--- src/logic/ppbr_pkg.sv ---
// shared constants and types of the port parameter backup and restore block
package ppbr_pkg;
  // register indices; byte address on the bus is four times the index
  localparam logic [15:0] IDX_INSPECT   = 16'h28aa;
  localparam logic [15:0] IDX_ACTIVATE  = 16'h28ab;
  localparam logic [15:0] IDX_DL_ENABLE = 16'h28ac;
  localparam logic [15:0] IDX_UL_ENABLE = 16'h28ad;
  localparam logic [15:0] IDX_STATUS    = 16'h28b0;

  // reset values
  localparam logic [7:0] RST_INSPECT   = 8'h00;
  localparam logic [7:0] RST_ACTIVATE  = 8'h00;
  localparam logic [7:0] RST_DL_ENABLE = 8'h00;
  localparam logic [7:0] RST_UL_ENABLE = 8'h00;

  // activation setting encodings
  localparam logic [7:0] ACT_INACTIVE_KEEP  = 8'h00;
  localparam logic [7:0] ACT_ACTIVE         = 8'h01;
  localparam logic [7:0] ACT_INACTIVE_ERASE = 8'h02;

  // validation level encodings
  localparam logic [7:0] LVL_NO_CHECK            = 8'h00;
  localparam logic [7:0] LVL_CHECK_TYPE          = 8'h01;
  localparam logic [7:0] LVL_CHECK_FULL_IDENTITY = 8'h02;

  // device command that forces an upload into the master
  localparam logic [15:0] CMD_INDEX        = 16'h0002;
  localparam logic [7:0]  CMD_FORCE_UPLOAD = 8'h05;

  // parameter set geometry
  localparam int unsigned PAR_WORDS = 4;
  localparam int unsigned PAR_IW    = 2;
  localparam logic [1:0]  PAR_LAST  = 2'h3;

  // status register bit positions
  localparam int unsigned ST_VALID    = 0;
  localparam int unsigned ST_BUSY     = 1;
  localparam int unsigned ST_STATE_LO = 2;
  localparam int unsigned ST_MISMATCH = 4;
  localparam int unsigned ST_UL_DONE  = 5;
  localparam int unsigned ST_DL_DONE  = 6;
  localparam int unsigned ST_SKIPPED  = 7;

  typedef enum logic [1:0] {
    PPBR_IDLE    = 2'b00,
    PPBR_UPLOAD  = 2'b01,
    PPBR_COMPARE = 2'b10,
    PPBR_RESTORE = 2'b11
  } ppbr_state_t;
endpackage

--- src/logic/ppbr_store.sv ---
// flip-flop storage of one port's parameter set with its valid flag
`timescale 1ns/1ps
module ppbr_store (
  input  wire logic        pclk,
  input  wire logic        presetn,
  input  wire logic        ce,
  input  wire logic        wr_en,
  input  wire logic [1:0]  wr_idx,
  input  wire logic [31:0] wr_data,
  input  wire logic        erase,
  input  wire logic        clr_valid,
  input  wire logic        set_valid,
  input  wire logic [1:0]  rd_idx,
  output logic [31:0]      rd_data,
  output logic             valid
);
  logic [31:0] mem_q [ppbr_pkg::PAR_WORDS];

  ////////////////////////////////////////////////////////////////////////
  // one word per entry; erase wipes contents so nothing stale survives
  for (genvar i = 0; i < ppbr_pkg::PAR_WORDS; i++) begin : g_word
    always_ff @(posedge pclk or negedge presetn) begin
      if (!presetn) begin
        mem_q[i] <= 32'h0000_0000;
      end else if (ce) begin
        if (erase) begin
          mem_q[i] <= 32'h0000_0000;
        end else if (wr_en && wr_idx == 2'(i)) begin
          mem_q[i] <= wr_data;
        end
      end
    end
  end

  // valid flag: erase and clear win, set only after a complete upload
  always_ff @(posedge pclk or negedge presetn) begin
    if (!presetn) begin
      valid <= 1'b0;
    end else if (ce) begin
      if (erase || clr_valid) begin
        valid <= 1'b0;
      end else if (set_valid) begin
        valid <= 1'b1;
      end
    end
  end

  assign rd_data = mem_q[rd_idx];
endmodule

--- src/logic/ppbr_top.sv ---
// parameter backup and restore controller for one master port, apb slave
// Notes on behaviour
// - activation 0 keep, 1 active, 2 erase
// - inactive-keep: no transfers, stored set retained
// - inactive-erase: stop transfers, delete stored set
// - transfers need vendor and device identity check
// - restore needs download permit, backup upload permit
// - device storage locks skip backup and restore
// - no valid stored set: upload if permitted
// - device command 0x05 at 0x0002 forces upload
// - new connection compares stored set against device
// - any mismatch with permit writes stored set
// - validation level 0 none, 1 type, 2 full
`timescale 1ns/1ps
module ppbr_top (
  input  wire logic        pclk,
  input  wire logic        presetn,
  input  wire logic        ce,
  input  wire logic        psel,
  input  wire logic        penable,
  input  wire logic        pwrite,
  input  wire logic [15:0] paddr,
  input  wire logic [31:0] pwdata,
  output logic [31:0]      prdata,
  output logic             pready,
  output logic             pslverr,
  input  wire logic        dev_connect,
  input  wire logic        dev_ds_lock,
  input  wire logic        dev_par_lock,
  input  wire logic        dev_cmd_valid,
  input  wire logic [15:0] dev_cmd_index,
  input  wire logic [7:0]  dev_cmd_value,
  output logic             rd_req,
  output logic [1:0]       rd_idx,
  input  wire logic        rd_ack,
  input  wire logic [31:0] rd_data,
  output logic             wr_req,
  output logic [1:0]       wr_idx,
  output logic [31:0]      wr_data,
  input  wire logic        wr_ack
);
  logic [7:0]  inspect_q;
  logic [7:0]  activate_q;
  logic [7:0]  dl_enable_q;
  logic [7:0]  ul_enable_q;
  logic        captured_q;
  logic        conn_pend_q;
  logic        force_pend_q;
  logic        mismatch_q;
  logic        ul_done_q;
  logic        dl_done_q;
  logic        skipped_q;
  logic [1:0]  idx_q;
  ppbr_pkg::ppbr_state_t state_q;
  ppbr_pkg::ppbr_state_t state_d;

  logic [15:0] reg_idx;
  logic        addr_ok;
  logic        bus_wr;
  logic [31:0] rd_mux;
  logic [7:0]  status;
  logic        act_on;
  logic        act_erase;
  logic        lvl_ok;
  logic        locked;
  logic        gate;
  logic        may_ul;
  logic        may_dl;
  logic        force_cmd;
  logic        start_ul;
  logic        start_cmp;
  logic        last_word;
  logic        store_valid;
  logic [31:0] store_rdata;
  logic        store_wr;
  logic        store_clr;
  logic        store_set;

  ////////////////////////////////////////////////////////////////////////
  // apb decode: index is the word address, low two bits must be zero
  assign reg_idx = {2'b00, paddr[15:2]};
  assign addr_ok = (paddr[1:0] == 2'b00) &&
                   (reg_idx == ppbr_pkg::IDX_INSPECT ||
                    reg_idx == ppbr_pkg::IDX_ACTIVATE ||
                    reg_idx == ppbr_pkg::IDX_DL_ENABLE ||
                    reg_idx == ppbr_pkg::IDX_UL_ENABLE ||
                    reg_idx == ppbr_pkg::IDX_STATUS);

  // ready comes one cycle after capture, so a frozen clock enable stalls
  assign pready = ce && captured_q;
  assign bus_wr = psel && penable && pwrite && pready && addr_ok;

  // read mux; narrow registers sit in the low byte, upper bits zero
  always_comb begin
    rd_mux = 32'h0000_0000;
    case (reg_idx)
      ppbr_pkg::IDX_INSPECT:   rd_mux[7:0] = inspect_q;
      ppbr_pkg::IDX_ACTIVATE:  rd_mux[7:0] = activate_q;
      ppbr_pkg::IDX_DL_ENABLE: rd_mux[7:0] = dl_enable_q;
      ppbr_pkg::IDX_UL_ENABLE: rd_mux[7:0] = ul_enable_q;
      ppbr_pkg::IDX_STATUS:    rd_mux[7:0] = status;
      default:                 rd_mux = 32'h0000_0000;
    endcase
  end

  // capture read data and error in the first cycle of each transfer
  always_ff @(posedge pclk or negedge presetn) begin
    if (!presetn) begin
      captured_q <= 1'b0;
      prdata     <= 32'h0000_0000;
      pslverr    <= 1'b0;
    end else if (ce) begin
      captured_q <= psel && !(penable && captured_q);
      if (psel && !captured_q) begin
        prdata  <= pwrite ? 32'h0000_0000 : rd_mux;
        pslverr <= !addr_ok;
      end
    end
  end

  // software registers; all bits stored, codes outside the table act inert
  always_ff @(posedge pclk or negedge presetn) begin
    if (!presetn) begin
      inspect_q   <= ppbr_pkg::RST_INSPECT;
      activate_q  <= ppbr_pkg::RST_ACTIVATE;
      dl_enable_q <= ppbr_pkg::RST_DL_ENABLE;
      ul_enable_q <= ppbr_pkg::RST_UL_ENABLE;
    end else if (ce && bus_wr) begin
      case (reg_idx)
        ppbr_pkg::IDX_INSPECT:   inspect_q   <= pwdata[7:0];
        ppbr_pkg::IDX_ACTIVATE:  activate_q  <= pwdata[7:0];
        ppbr_pkg::IDX_DL_ENABLE: dl_enable_q <= pwdata[7:0];
        ppbr_pkg::IDX_UL_ENABLE: ul_enable_q <= pwdata[7:0];
        default: ;
      endcase
    end
  end

  ////////////////////////////////////////////////////////////////////////
  // qualification of the storage mechanism
  assign act_on    = (activate_q == ppbr_pkg::ACT_ACTIVE);
  assign act_erase = (activate_q == ppbr_pkg::ACT_INACTIVE_ERASE);
  // level 1 or 2 both check vendor and device identity
  assign lvl_ok = (inspect_q == ppbr_pkg::LVL_CHECK_TYPE) ||
                  (inspect_q == ppbr_pkg::LVL_CHECK_FULL_IDENTITY);
  assign locked = dev_ds_lock || dev_par_lock;
  assign gate   = act_on && lvl_ok && !locked;
  assign may_ul = gate && (ul_enable_q != 8'h00);
  assign may_dl = gate && (dl_enable_q != 8'h00);

  assign force_cmd = dev_cmd_valid && dev_cmd_index == ppbr_pkg::CMD_INDEX &&
                     dev_cmd_value == ppbr_pkg::CMD_FORCE_UPLOAD;

  // a connection decides first; only one direction per event
  assign start_ul  = (state_q == ppbr_pkg::PPBR_IDLE) &&
                     ((conn_pend_q && !store_valid) ||
                      (!conn_pend_q && force_pend_q)) && may_ul;
  assign start_cmp = (state_q == ppbr_pkg::PPBR_IDLE) && conn_pend_q &&
                     store_valid && gate;
  assign last_word = (idx_q == ppbr_pkg::PAR_LAST);

  // pending events; a new event in the clearing cycle wins
  always_ff @(posedge pclk or negedge presetn) begin
    if (!presetn) begin
      conn_pend_q  <= 1'b0;
      force_pend_q <= 1'b0;
    end else if (ce) begin
      if (dev_connect) begin
        conn_pend_q <= 1'b1;
      end else if (state_q == ppbr_pkg::PPBR_IDLE) begin
        conn_pend_q <= 1'b0;
      end
      if (force_cmd) begin
        force_pend_q <= 1'b1;
      end else if (state_q == ppbr_pkg::PPBR_IDLE && !conn_pend_q) begin
        force_pend_q <= 1'b0;
      end
    end
  end

  ////////////////////////////////////////////////////////////////////////
  // transfer sequencer
  always_comb begin
    state_d = state_q;
    case (state_q)
      ppbr_pkg::PPBR_IDLE: begin
        if (start_ul) begin
          state_d = ppbr_pkg::PPBR_UPLOAD;
        end else if (start_cmp) begin
          state_d = ppbr_pkg::PPBR_COMPARE;
        end
      end
      ppbr_pkg::PPBR_UPLOAD: begin
        if (!may_ul) begin
          state_d = ppbr_pkg::PPBR_IDLE;
        end else if (rd_ack && last_word) begin
          state_d = ppbr_pkg::PPBR_IDLE;
        end
      end
      ppbr_pkg::PPBR_COMPARE: begin
        if (!gate) begin
          state_d = ppbr_pkg::PPBR_IDLE;
        end else if (rd_ack && last_word) begin
          // any differing word, now or earlier, triggers a restore when download is permitted
          if ((mismatch_q || rd_data != store_rdata) && may_dl) begin
            state_d = ppbr_pkg::PPBR_RESTORE;
          end else begin
            state_d = ppbr_pkg::PPBR_IDLE;
          end
        end
      end
      ppbr_pkg::PPBR_RESTORE: begin
        if (!may_dl) begin
          state_d = ppbr_pkg::PPBR_IDLE;
        end else if (wr_ack && last_word) begin
          state_d = ppbr_pkg::PPBR_IDLE;
        end
      end
      default: state_d = ppbr_pkg::PPBR_IDLE;
    endcase
  end

  always_ff @(posedge pclk or negedge presetn) begin
    if (!presetn) begin
      state_q <= ppbr_pkg::PPBR_IDLE;
    end else if (ce) begin
      state_q <= state_d;
    end
  end

  // word index: restart at zero on every state change, step on each ack
  always_ff @(posedge pclk or negedge presetn) begin
    if (!presetn) begin
      idx_q <= 2'h0;
    end else if (ce) begin
      if (state_d != state_q) begin
        idx_q <= 2'h0;
      end else if ((rd_req && rd_ack) || (wr_req && wr_ack)) begin
        idx_q <= idx_q + 2'h1;
      end
    end
  end

  // result flags, cleared when a new transfer begins
  always_ff @(posedge pclk or negedge presetn) begin
    if (!presetn) begin
      mismatch_q <= 1'b0;
      ul_done_q  <= 1'b0;
      dl_done_q  <= 1'b0;
      skipped_q  <= 1'b0;
    end else if (ce) begin
      if (start_ul || start_cmp) begin
        mismatch_q <= 1'b0;
        ul_done_q  <= 1'b0;
        dl_done_q  <= 1'b0;
        skipped_q  <= 1'b0;
      end else begin
        if (state_q == ppbr_pkg::PPBR_COMPARE && rd_ack && rd_data != store_rdata) begin
          mismatch_q <= 1'b1;
        end
        if (state_q == ppbr_pkg::PPBR_UPLOAD && rd_ack && last_word && may_ul) begin
          ul_done_q <= 1'b1;
        end
        if (state_q == ppbr_pkg::PPBR_RESTORE && wr_ack && last_word && may_dl) begin
          dl_done_q <= 1'b1;
        end
        // an event dropped because the mechanism was not allowed to run
        if (state_q == ppbr_pkg::PPBR_IDLE && (conn_pend_q || force_pend_q)) begin
          skipped_q <= 1'b1;
        end
      end
    end
  end

  ////////////////////////////////////////////////////////////////////////
  // store control: upload invalidates first so a torn set is never used
  assign store_wr  = (state_q == ppbr_pkg::PPBR_UPLOAD) && rd_ack && may_ul;
  assign store_clr = start_ul;
  assign store_set = store_wr && last_word;

  ppbr_store u_store (
    .pclk      (pclk),
    .presetn   (presetn),
    .ce        (ce),
    .wr_en     (store_wr),
    .wr_idx    (idx_q),
    .wr_data   (rd_data),
    .erase     (act_erase),
    .clr_valid (store_clr),
    .set_valid (store_set),
    .rd_idx    (idx_q),
    .rd_data   (store_rdata),
    .valid     (store_valid)
  );

  // device side requests; held until the matching ack, or dropped when a lost permit aborts the transfer to idle
  assign rd_req  = (state_q == ppbr_pkg::PPBR_UPLOAD) ||
                   (state_q == ppbr_pkg::PPBR_COMPARE);
  assign rd_idx  = idx_q;
  assign wr_req  = (state_q == ppbr_pkg::PPBR_RESTORE);
  assign wr_idx  = idx_q;
  assign wr_data = store_rdata;

  // status word seen by software
  always_comb begin
    status = 8'h00;
    status[ppbr_pkg::ST_VALID]    = store_valid;
    status[ppbr_pkg::ST_BUSY]     = (state_q != ppbr_pkg::PPBR_IDLE);
    status[ppbr_pkg::ST_STATE_LO +: 2] = state_q;
    status[ppbr_pkg::ST_MISMATCH] = mismatch_q;
    status[ppbr_pkg::ST_UL_DONE]  = ul_done_q;
    status[ppbr_pkg::ST_DL_DONE]  = dl_done_q;
    status[ppbr_pkg::ST_SKIPPED]  = skipped_q;
  end
endmodule

--- config.mk ---
export PLATFORM = sky130hd
export DESIGN_NAME = ppbr_top
export DESIGN_NICKNAME = d
export VERILOG_FILES = /design/src/logic/ppbr_pkg.sv /design/src/logic/ppbr_store.sv /design/src/logic/ppbr_top.sv
export SDC_FILE = /design/constraint.sdc
export NUM_CORES = 1
export LEC_CHECK = 0
export BUFFER_PORTS_ARGS = -buffer_cell sky130_fd_sc_hd__buf_2
export CAP_MARGIN = 10
export CORE_MARGIN = 2
export CORE_UTILIZATION = 49
export DETAILED_ROUTE_END_ITERATION = 7
export HOLD_SLACK_MARGIN = 0.1
export PLACE_DENSITY = 0.7
export SLEW_MARGIN = 5
export SYNTH_ARGS = -nofsm -noshare
export SYNTH_HDL_FRONTEND = slang
export SYNTH_HIERARCHICAL = 1
export SYNTH_SLANG_ARGS = --single-unit
--- constraint.sdc ---
create_clock -name pclk -period 3.45 [get_ports pclk]
set_input_delay 0 -clock pclk [delete_from_list [all_inputs] [get_ports pclk]]
set_output_delay 0 -clock pclk [all_outputs]
set_load 0.05 [all_outputs]
### Yosys cells after proc, flatten, opt, wreduce, memory -nomap -nowiden

Index checks and enable logic that the tools add are counted.

| storage, ports and cells | value |
|---|---|
| flip-flop bits (word level) | 205 |
| input bits | 116 |
| output and inout port bits | 72 |
| word-level logic and storage cells | 177 |

| cells by class | value |
|---|---|
| add/sub/neg operators | 1 |
| $lt $le $gt $ge | 1 |
| eq/ne operators | 19 |
| mux-type cells | 39 |
| bitwise logic cells | 1 |
| reductions and logical operators | 96 |

Operators by type and width:

| operator | count |
|---|---|
| 32-bit 2-to-1 mux | 10 |
| 14-bit equality test, second input constant | 5 |
| 32-bit binary-select mux with 2-bit select | 1 |
| 1-bit logical AND | 42 |
| 8-bit one-hot mux with 5 select lines | 1 |
| 2-bit AND reduction | 17 |
| 32-bit inequality test | 1 |
| 2-bit nonzero test | 13 |
| 2-bit 2-to-1 mux | 11 |
| 16-bit by 2-bit equality test with 1-bit output, second input constant | 1 |
| 8-bit by 1-bit equality test with 1-bit output, second input constant | 2 |
| 8-bit by 2-bit equality test with 1-bit output, second input constant | 2 |
| 8-bit nonzero test | 2 |
| 1-bit 2-to-1 mux | 14 |
| 1-bit logical OR | 13 |
| 2-bit equality test, second input constant | 4 |
| 8-bit by 3-bit equality test with 1-bit output, second input constant | 1 |
| 8-bit 2-to-1 mux | 1 |
| 2-bit one-hot mux with 4 select lines | 1 |
| 1-bit logical NOT | 6 |
| 2-bit logical NOT | 3 |
| 2-bit by 1-bit equality test with 1-bit output, second input constant | 2 |
| 3-bit greater-or-equal comparator, second input constant | 1 |
| 2-bit inverter with 3-bit output | 1 |
| other kinds (2) | 2 |

### Longest topological paths before layout

| logic depth | value |
|---|---|
| word-level depth | 14 |
| mapped depth | 10 |

### Hierarchy

The synthesis kept the hierarchy.

Modules (own cells, without submodules):

| module | times used | cells each | area an instance (µm²) | sequential area each (µm²) |
|---|---|---|---|---|
| ppbr_store | 1 | 610 | 6,871.6 | 3,228.1 |
| ppbr_top | 1 | 325 | 3,314.4 | 1,301.2 |

### Worst setup path before layout

No wires, ideal clock.

| timing | value |
|---|---|
| path type | register to register |
| start | reg idx_q[0] (netlist: rd_idx[0]) |
| end | reg idx_q[0] (netlist: rd_idx[0]) |
| setup time | 0.151 ns |
| arrival time | 3.668 ns |
| required time | 3.299 ns |
| path slack | -0.368 ns |
| stages on the path, launching flop included | 11 |
| buffers on the path | 2 |
| period minus slack after synthesis | 3.818 ns |
| cells stage by stage | dfrtp_1 -> buf_2 -> buf_2 -> mux4_2 -> xor2_1 -> nor4_1 -> nand4_1 -> or4_4 -> a32o_1 -> a41oi_2 -> mux2i_1 |

| on the way | value |
|---|---|
| cells in the longest elaborated chain, start to end | 14 |

Ends and longest elaborated chain:

| what | line | source |
|---|---|---|
| from (decl) | ppbr_top.sv:53 | `logic [1:0] idx_q;` |
| from (signal assigned) | ppbr_top.sv:239 | `idx_q <= idx_q + 2'h1;` |
| 2-bit inverter with 3-bit output (implied by the code) (*) | ppbr_store.sv:48 | `assign rd_data = mem_q[rd_idx];` |
| 32-bit binary-select mux with 2-bit select (*) | ppbr_store.sv:48 |  |
| 32-bit 2-to-1 mux (implied by the code) (*) (2 in series) | ppbr_store.sv:48 |  |
| via wr_data[28] | ppbr_top.sv:39 | `output logic [31:0] wr_data,` |
| 32-bit inequality test (*) | ppbr_top.sv:205 | `if ((mismatch_q \|\| rd_data != store_rdata) && may_dl) begin` |
| 1-bit logical OR (*) | ppbr_top.sv:205 |  |
| 1-bit logical AND (*) | ppbr_top.sv:205 |  |
| 2-bit 2-to-1 mux (*) | ppbr_top.sv:205 |  |
| 2-bit 2-to-1 mux (*) | ppbr_top.sv:203 | `end else if (rd_ack && last_word) begin` |
| 2-bit 2-to-1 mux (*) | ppbr_top.sv:201 | `if (!gate) begin` |
| 2-bit one-hot mux with 4 select lines (*) | ppbr_top.sv:185 | `case (state_q)` |
| 2-bit inequality test (*) | ppbr_top.sv:236 | `if (state_d != state_q) begin` |
| 2-bit nonzero test (no line) | -- |  |
| 2-bit AND reduction (no line) | -- |  |

Mark *: on every way through the listed nets, which the timed path passes. The rest lies on a longest branch. The select of a mux whose other input is x is not followed.
A chain may end at the register's enable or synchronous reset.

### Worst setup path in the final report

| timing | value |
|---|---|
| start | reg idx_q[0] (netlist: rd_idx[0]) |
| end | reg idx_q[1] (netlist: rd_idx[1]) |

| on the way | value |
|---|---|
| cells in the longest elaborated chain, start to end | 14 |

Ends and longest elaborated chain:

| what | line |
|---|---|
| 2-bit inverter with 3-bit output (implied by the code) | ppbr_store.sv:48 |
| 32-bit binary-select mux with 2-bit select | ppbr_store.sv:48 |
| 32-bit 2-to-1 mux (implied by the code) (2 in series) | ppbr_store.sv:48 |
| 32-bit inequality test | ppbr_top.sv:205 |
| 1-bit logical OR | ppbr_top.sv:205 |
| 1-bit logical AND | ppbr_top.sv:205 |
| 2-bit 2-to-1 mux | ppbr_top.sv:205 |
| 2-bit 2-to-1 mux | ppbr_top.sv:203 |
| 2-bit 2-to-1 mux | ppbr_top.sv:201 |
| 2-bit one-hot mux with 4 select lines | ppbr_top.sv:185 |
| 2-bit inequality test | ppbr_top.sv:236 |
| 2-bit nonzero test (no line) | -- |
| 2-bit AND reduction (no line) | -- |

Parallel ways exist; a longest one is shown, timed or not. The select of a mux whose other input is x is not followed.

==> impl_metrics.csv <==
group,metric,value,unit
status,status,"completed",
yosys,synthArstFlopShare,1.00,
yosys,synth_edf_count,0,
yosys,synth_common_cells,"dfrtp_1, inv_1, o22ai_1",
clock_network,clk_pin_slew,0.07,ns
clock_network,clk_latency,0.44,ns
yosys,yosys.area.top_type_share,0.445,
timing,relSlewSlack,0.346,
yosys,synth_cells,935,
grt,grt_pass1_vias,7871,
floorplanning,io_pins,188,
min_path,worst_hold_path_type,"input pin to register",
critical_path,cp_slowest_cell,"dfrtp_4",
placement,hpwl,16400,um
floorplanning,initial_core_util,0.502,
grt,grt_usage,0.239,
timing,drv_slew,0,
critical_path,path_max_fanout,14,
yosys,ys.flop_type,"dfrtp_1",
min_path,min_from,"rd_data[26]",
timing,worstMarginPinSlew,0.981,ns
yosys,ys_ff_latch,181,
critical_path,r2r_slack,0.19,ns
power_and_ir_drop,leakage,6.33,nW
floorplanning,rows,52,
placement,place_congestion,0.826,
critical_path,arrival,3.56,ns
timing,finClkSkew,0.0124,ns
grt,grt_overflow,0,
yosys,synth.top_cells.by_area,"dfrtp_1, mux2i_1, o22ai_1",
clock_network,clock_sinks,181,
critical_path,reg2reg_to,"rd_idx[1]$_DFFE_PN0P_",
drt,routed_wl,25800,um
clock_network,cts_max_path_buffers,2,
drt,drt_first_pass_iters,5,
run,maxCapViolations,0,
final_layout,drive_gt1_frac,0.249,
timing,period_share,0.945,
timing,timing.setup.tns,0,ns
timing,rsz0062_at_grt,"false",
final_layout,area_delta_synth_final,20.1,%
yosys,yosysUniqueCellTypes,57,
power_and_ir_drop,power.density,385,mW/mm^2
yosys,avgSynthCellArea,10.9,um^2
clock_network,cts_root_buf,"clkbuf_16",
clock_network,cts_buffers,17,
drt,ant_nets,0,
yosys,ys_warn_count,6,
critical_path,endpoint_kind,"register",
critical_path,cp.required,3.75,ns
critical_path,r2r_cells,11,
drt,routedWlPerCell,18.6,um
critical_path,cpMostUsedCell,"buf_4",
timing,fmax,307,MHz
final_layout,fin_nets,1224,
clock_network,htree_levels,4,
yosys,synth_area,0.0102,mm^2
clock_network,cts_tree,"built",
yosys,yosysSeqAreaShare,0.445,
drt,vias,7944,
min_path,hold-path-cell-count,4,
timing,final-setup-viol-count,0,
grt,grt_max_degree,130,
floorplanning,core_area,0.0203,mm^2
critical_path,cp_cell_sequence,"buf_12, buf_4, mux4_2, xor2_1, nor4_1, buf_4, nand3_1, or4_4, a32o_1, a41oi_2, o22ai_1",
drt,via_per_inst,5.73,
timing,hold_viol,0,
timing,post-route-min-period,3.26,ns
critical_path,startpoint_type,"register",
timing,setup_slack,0.188,ns
final_layout,n_fill_cell,1660,
floorplanning,die_height,148,um
grt,grt_pass1_wl,41600,um
yosys,yosysTopAreaCell,"dfrtp_1",
yosys,yosysMostFrequentCell,"dfrtp_1",
min_path,min_to,"u_store/mem_q[122]$_DFFE_PN0P_",
drt,drcViolationCount,0,
critical_path,criticalPathCategory,"register to register",
floorplanning,die_x,148,um
placement,dp_slack,0.146,ns
critical_path,cp_slowest_stage_delay,0.52,ns
drt,drt_iter0_markers,746,
grt,antenna_found_initial,2,
placement,port_buffers,139,
floorplanning,die-area,0.0220,mm^2
power_and_ir_drop,ir_worst_vdd,368,uV
critical_path,r2r-start,"rd_idx[0]$_DFFE_PN0P_",
-- through the flow --
stage	cells	area [um^2]	total power, W	hold slack, ns	utilization
CTS	1385	12200	0.00473	0.108	0.602
finish	1387	12200	0.00471	0.108	0.603
global placement	1303	11100	0.00264	0.121	0.546
global route	1387	12200	0.00486	0.145	0.603
detailed placement	1303	11100	0.00264	0.125	0.546
floorplan	958	10300	0.00245	-0.296	-
-- what timing repair did --
action	4_1_cts	5_1_grt
hold buffers	50	0
setup buffers	0	1
hold endpoints to repair	246	0
setup endpoints to repair	0	2
resized for setup	0	2
-- logic make-up (layout without fill, tap and decap cells) --
logic type      count (synthesis)  count (layout)  share of synthesized area
fa+ha+maj                       5               5                    0.00614
compound gates                184             184                      0.119
xor+xnor                       33              33                     0.0284
flops                         181             181                      0.445
buf+inv                       223             381                     0.0983
other cells                     1              25                   0.000368
mux                           201             201                      0.242
simple gates                  107             107                     0.0611
-- state kept, by name, summed over array words and instances, names as in the netlist --
name and flops:
mismatch_q 1, prdata 8, inspect_q 8, pslverr 1
state_q 2, u_store/valid 1, skipped_q 1, captured_q 1
conn_pend_q 1, dl_done_q 1, rd_idx 2, u_store/mem_q 128
force_pend_q 1, activate_q 8, dl_enable_q 8, ul_enable_q 8
ul_done_q 1
-- layout by cell type, fill, tap and decap left out, types with 4 or more instances in the layout --
cell	instances
mux4_2	32
nor2_1	15
buf_12	7
dlygate4sd3_1	50
buf_4	17
ha_1	5
xor2_1	29
nor4_1	13
mux2_2	40
a21oi_1	5
buf_2	137
nand2_1	16
clkbuf_16	17
dfrtp_1	179
nor3_1	10
nand3_1	8
a22o_1	5
and2_1	6
o21ai_0	15
inv_6	4
xnor2_1	4
inv_1	137
a22oi_1	6
nor4b_1	6
nand4_1	6
mux2i_1	129
o22ai_1	130
conb_1	24
a222oi_1	8
-- metal layers --
metal,track usage,share of wire,vias to the layer above
li1,-,-,3689
met1,0.320,0.43,3937
met2,0.389,0.48,279
met3,0.0537,0.067,37
met4,0.0748,0.019,2
met5,0,0.00019,-
-- layout make-up --
type	count	area [um^2]	share of cell area
Multi-Input combinational cell	554	4760	0.389
Sequential cell	181	4530	0.371
Timing Repair Buffer	212	1470	0.120
Inverter	137	514	0.0420
Clock buffer	18	429	0.0351
Tap cell	270	338	0.0276
Clock inverter	14	190	0.0155
Antenna cell	1	2.50	0.000205
-- critical path: cells and delay by family (launching register included) --
| family | cells | cell delay, ns |
|---|---|---|
| AO/OA/AOI/OAI | 3 | 0.58 |
| XOR/XNOR | 1 | 0.18 |
| buffers and inverters | 3 | 0.51 |
| flip-flops | 1 | 0.52 |
| multiplexers | 1 | 0.52 |
| AND/OR/NAND/NOR | 3 | 0.81 |
-- power breakdown --
part           internal, W  total [W]  switching (W)
Clock              0.00117    0.00206       0.000897
Sequential         0.00213    0.00215      0.0000177
Combinational     0.000182   0.000496       0.000314
Total              0.00348    0.00471        0.00123
-- worst max path at each step --
stage	start	endpoint
floorplan	rd_idx[0]$_DFFE_PN0P_	rd_idx[1]$_DFFE_PN0P_
global placement	rd_idx[0]$_DFFE_PN0P_	rd_idx[1]$_DFFE_PN0P_
detailed placement	rd_idx[0]$_DFFE_PN0P_	rd_idx[0]$_DFFE_PN0P_
CTS	rd_idx[0]$_DFFE_PN0P_	rd_idx[1]$_DFFE_PN0P_
global route	rd_idx[0]$_DFFE_PN0P_	rd_idx[1]$_DFFE_PN0P_
finish	rd_idx[0]$_DFFE_PN0P_	rd_idx[1]$_DFFE_PN0P_
Power figures use the tool's default switching activity.
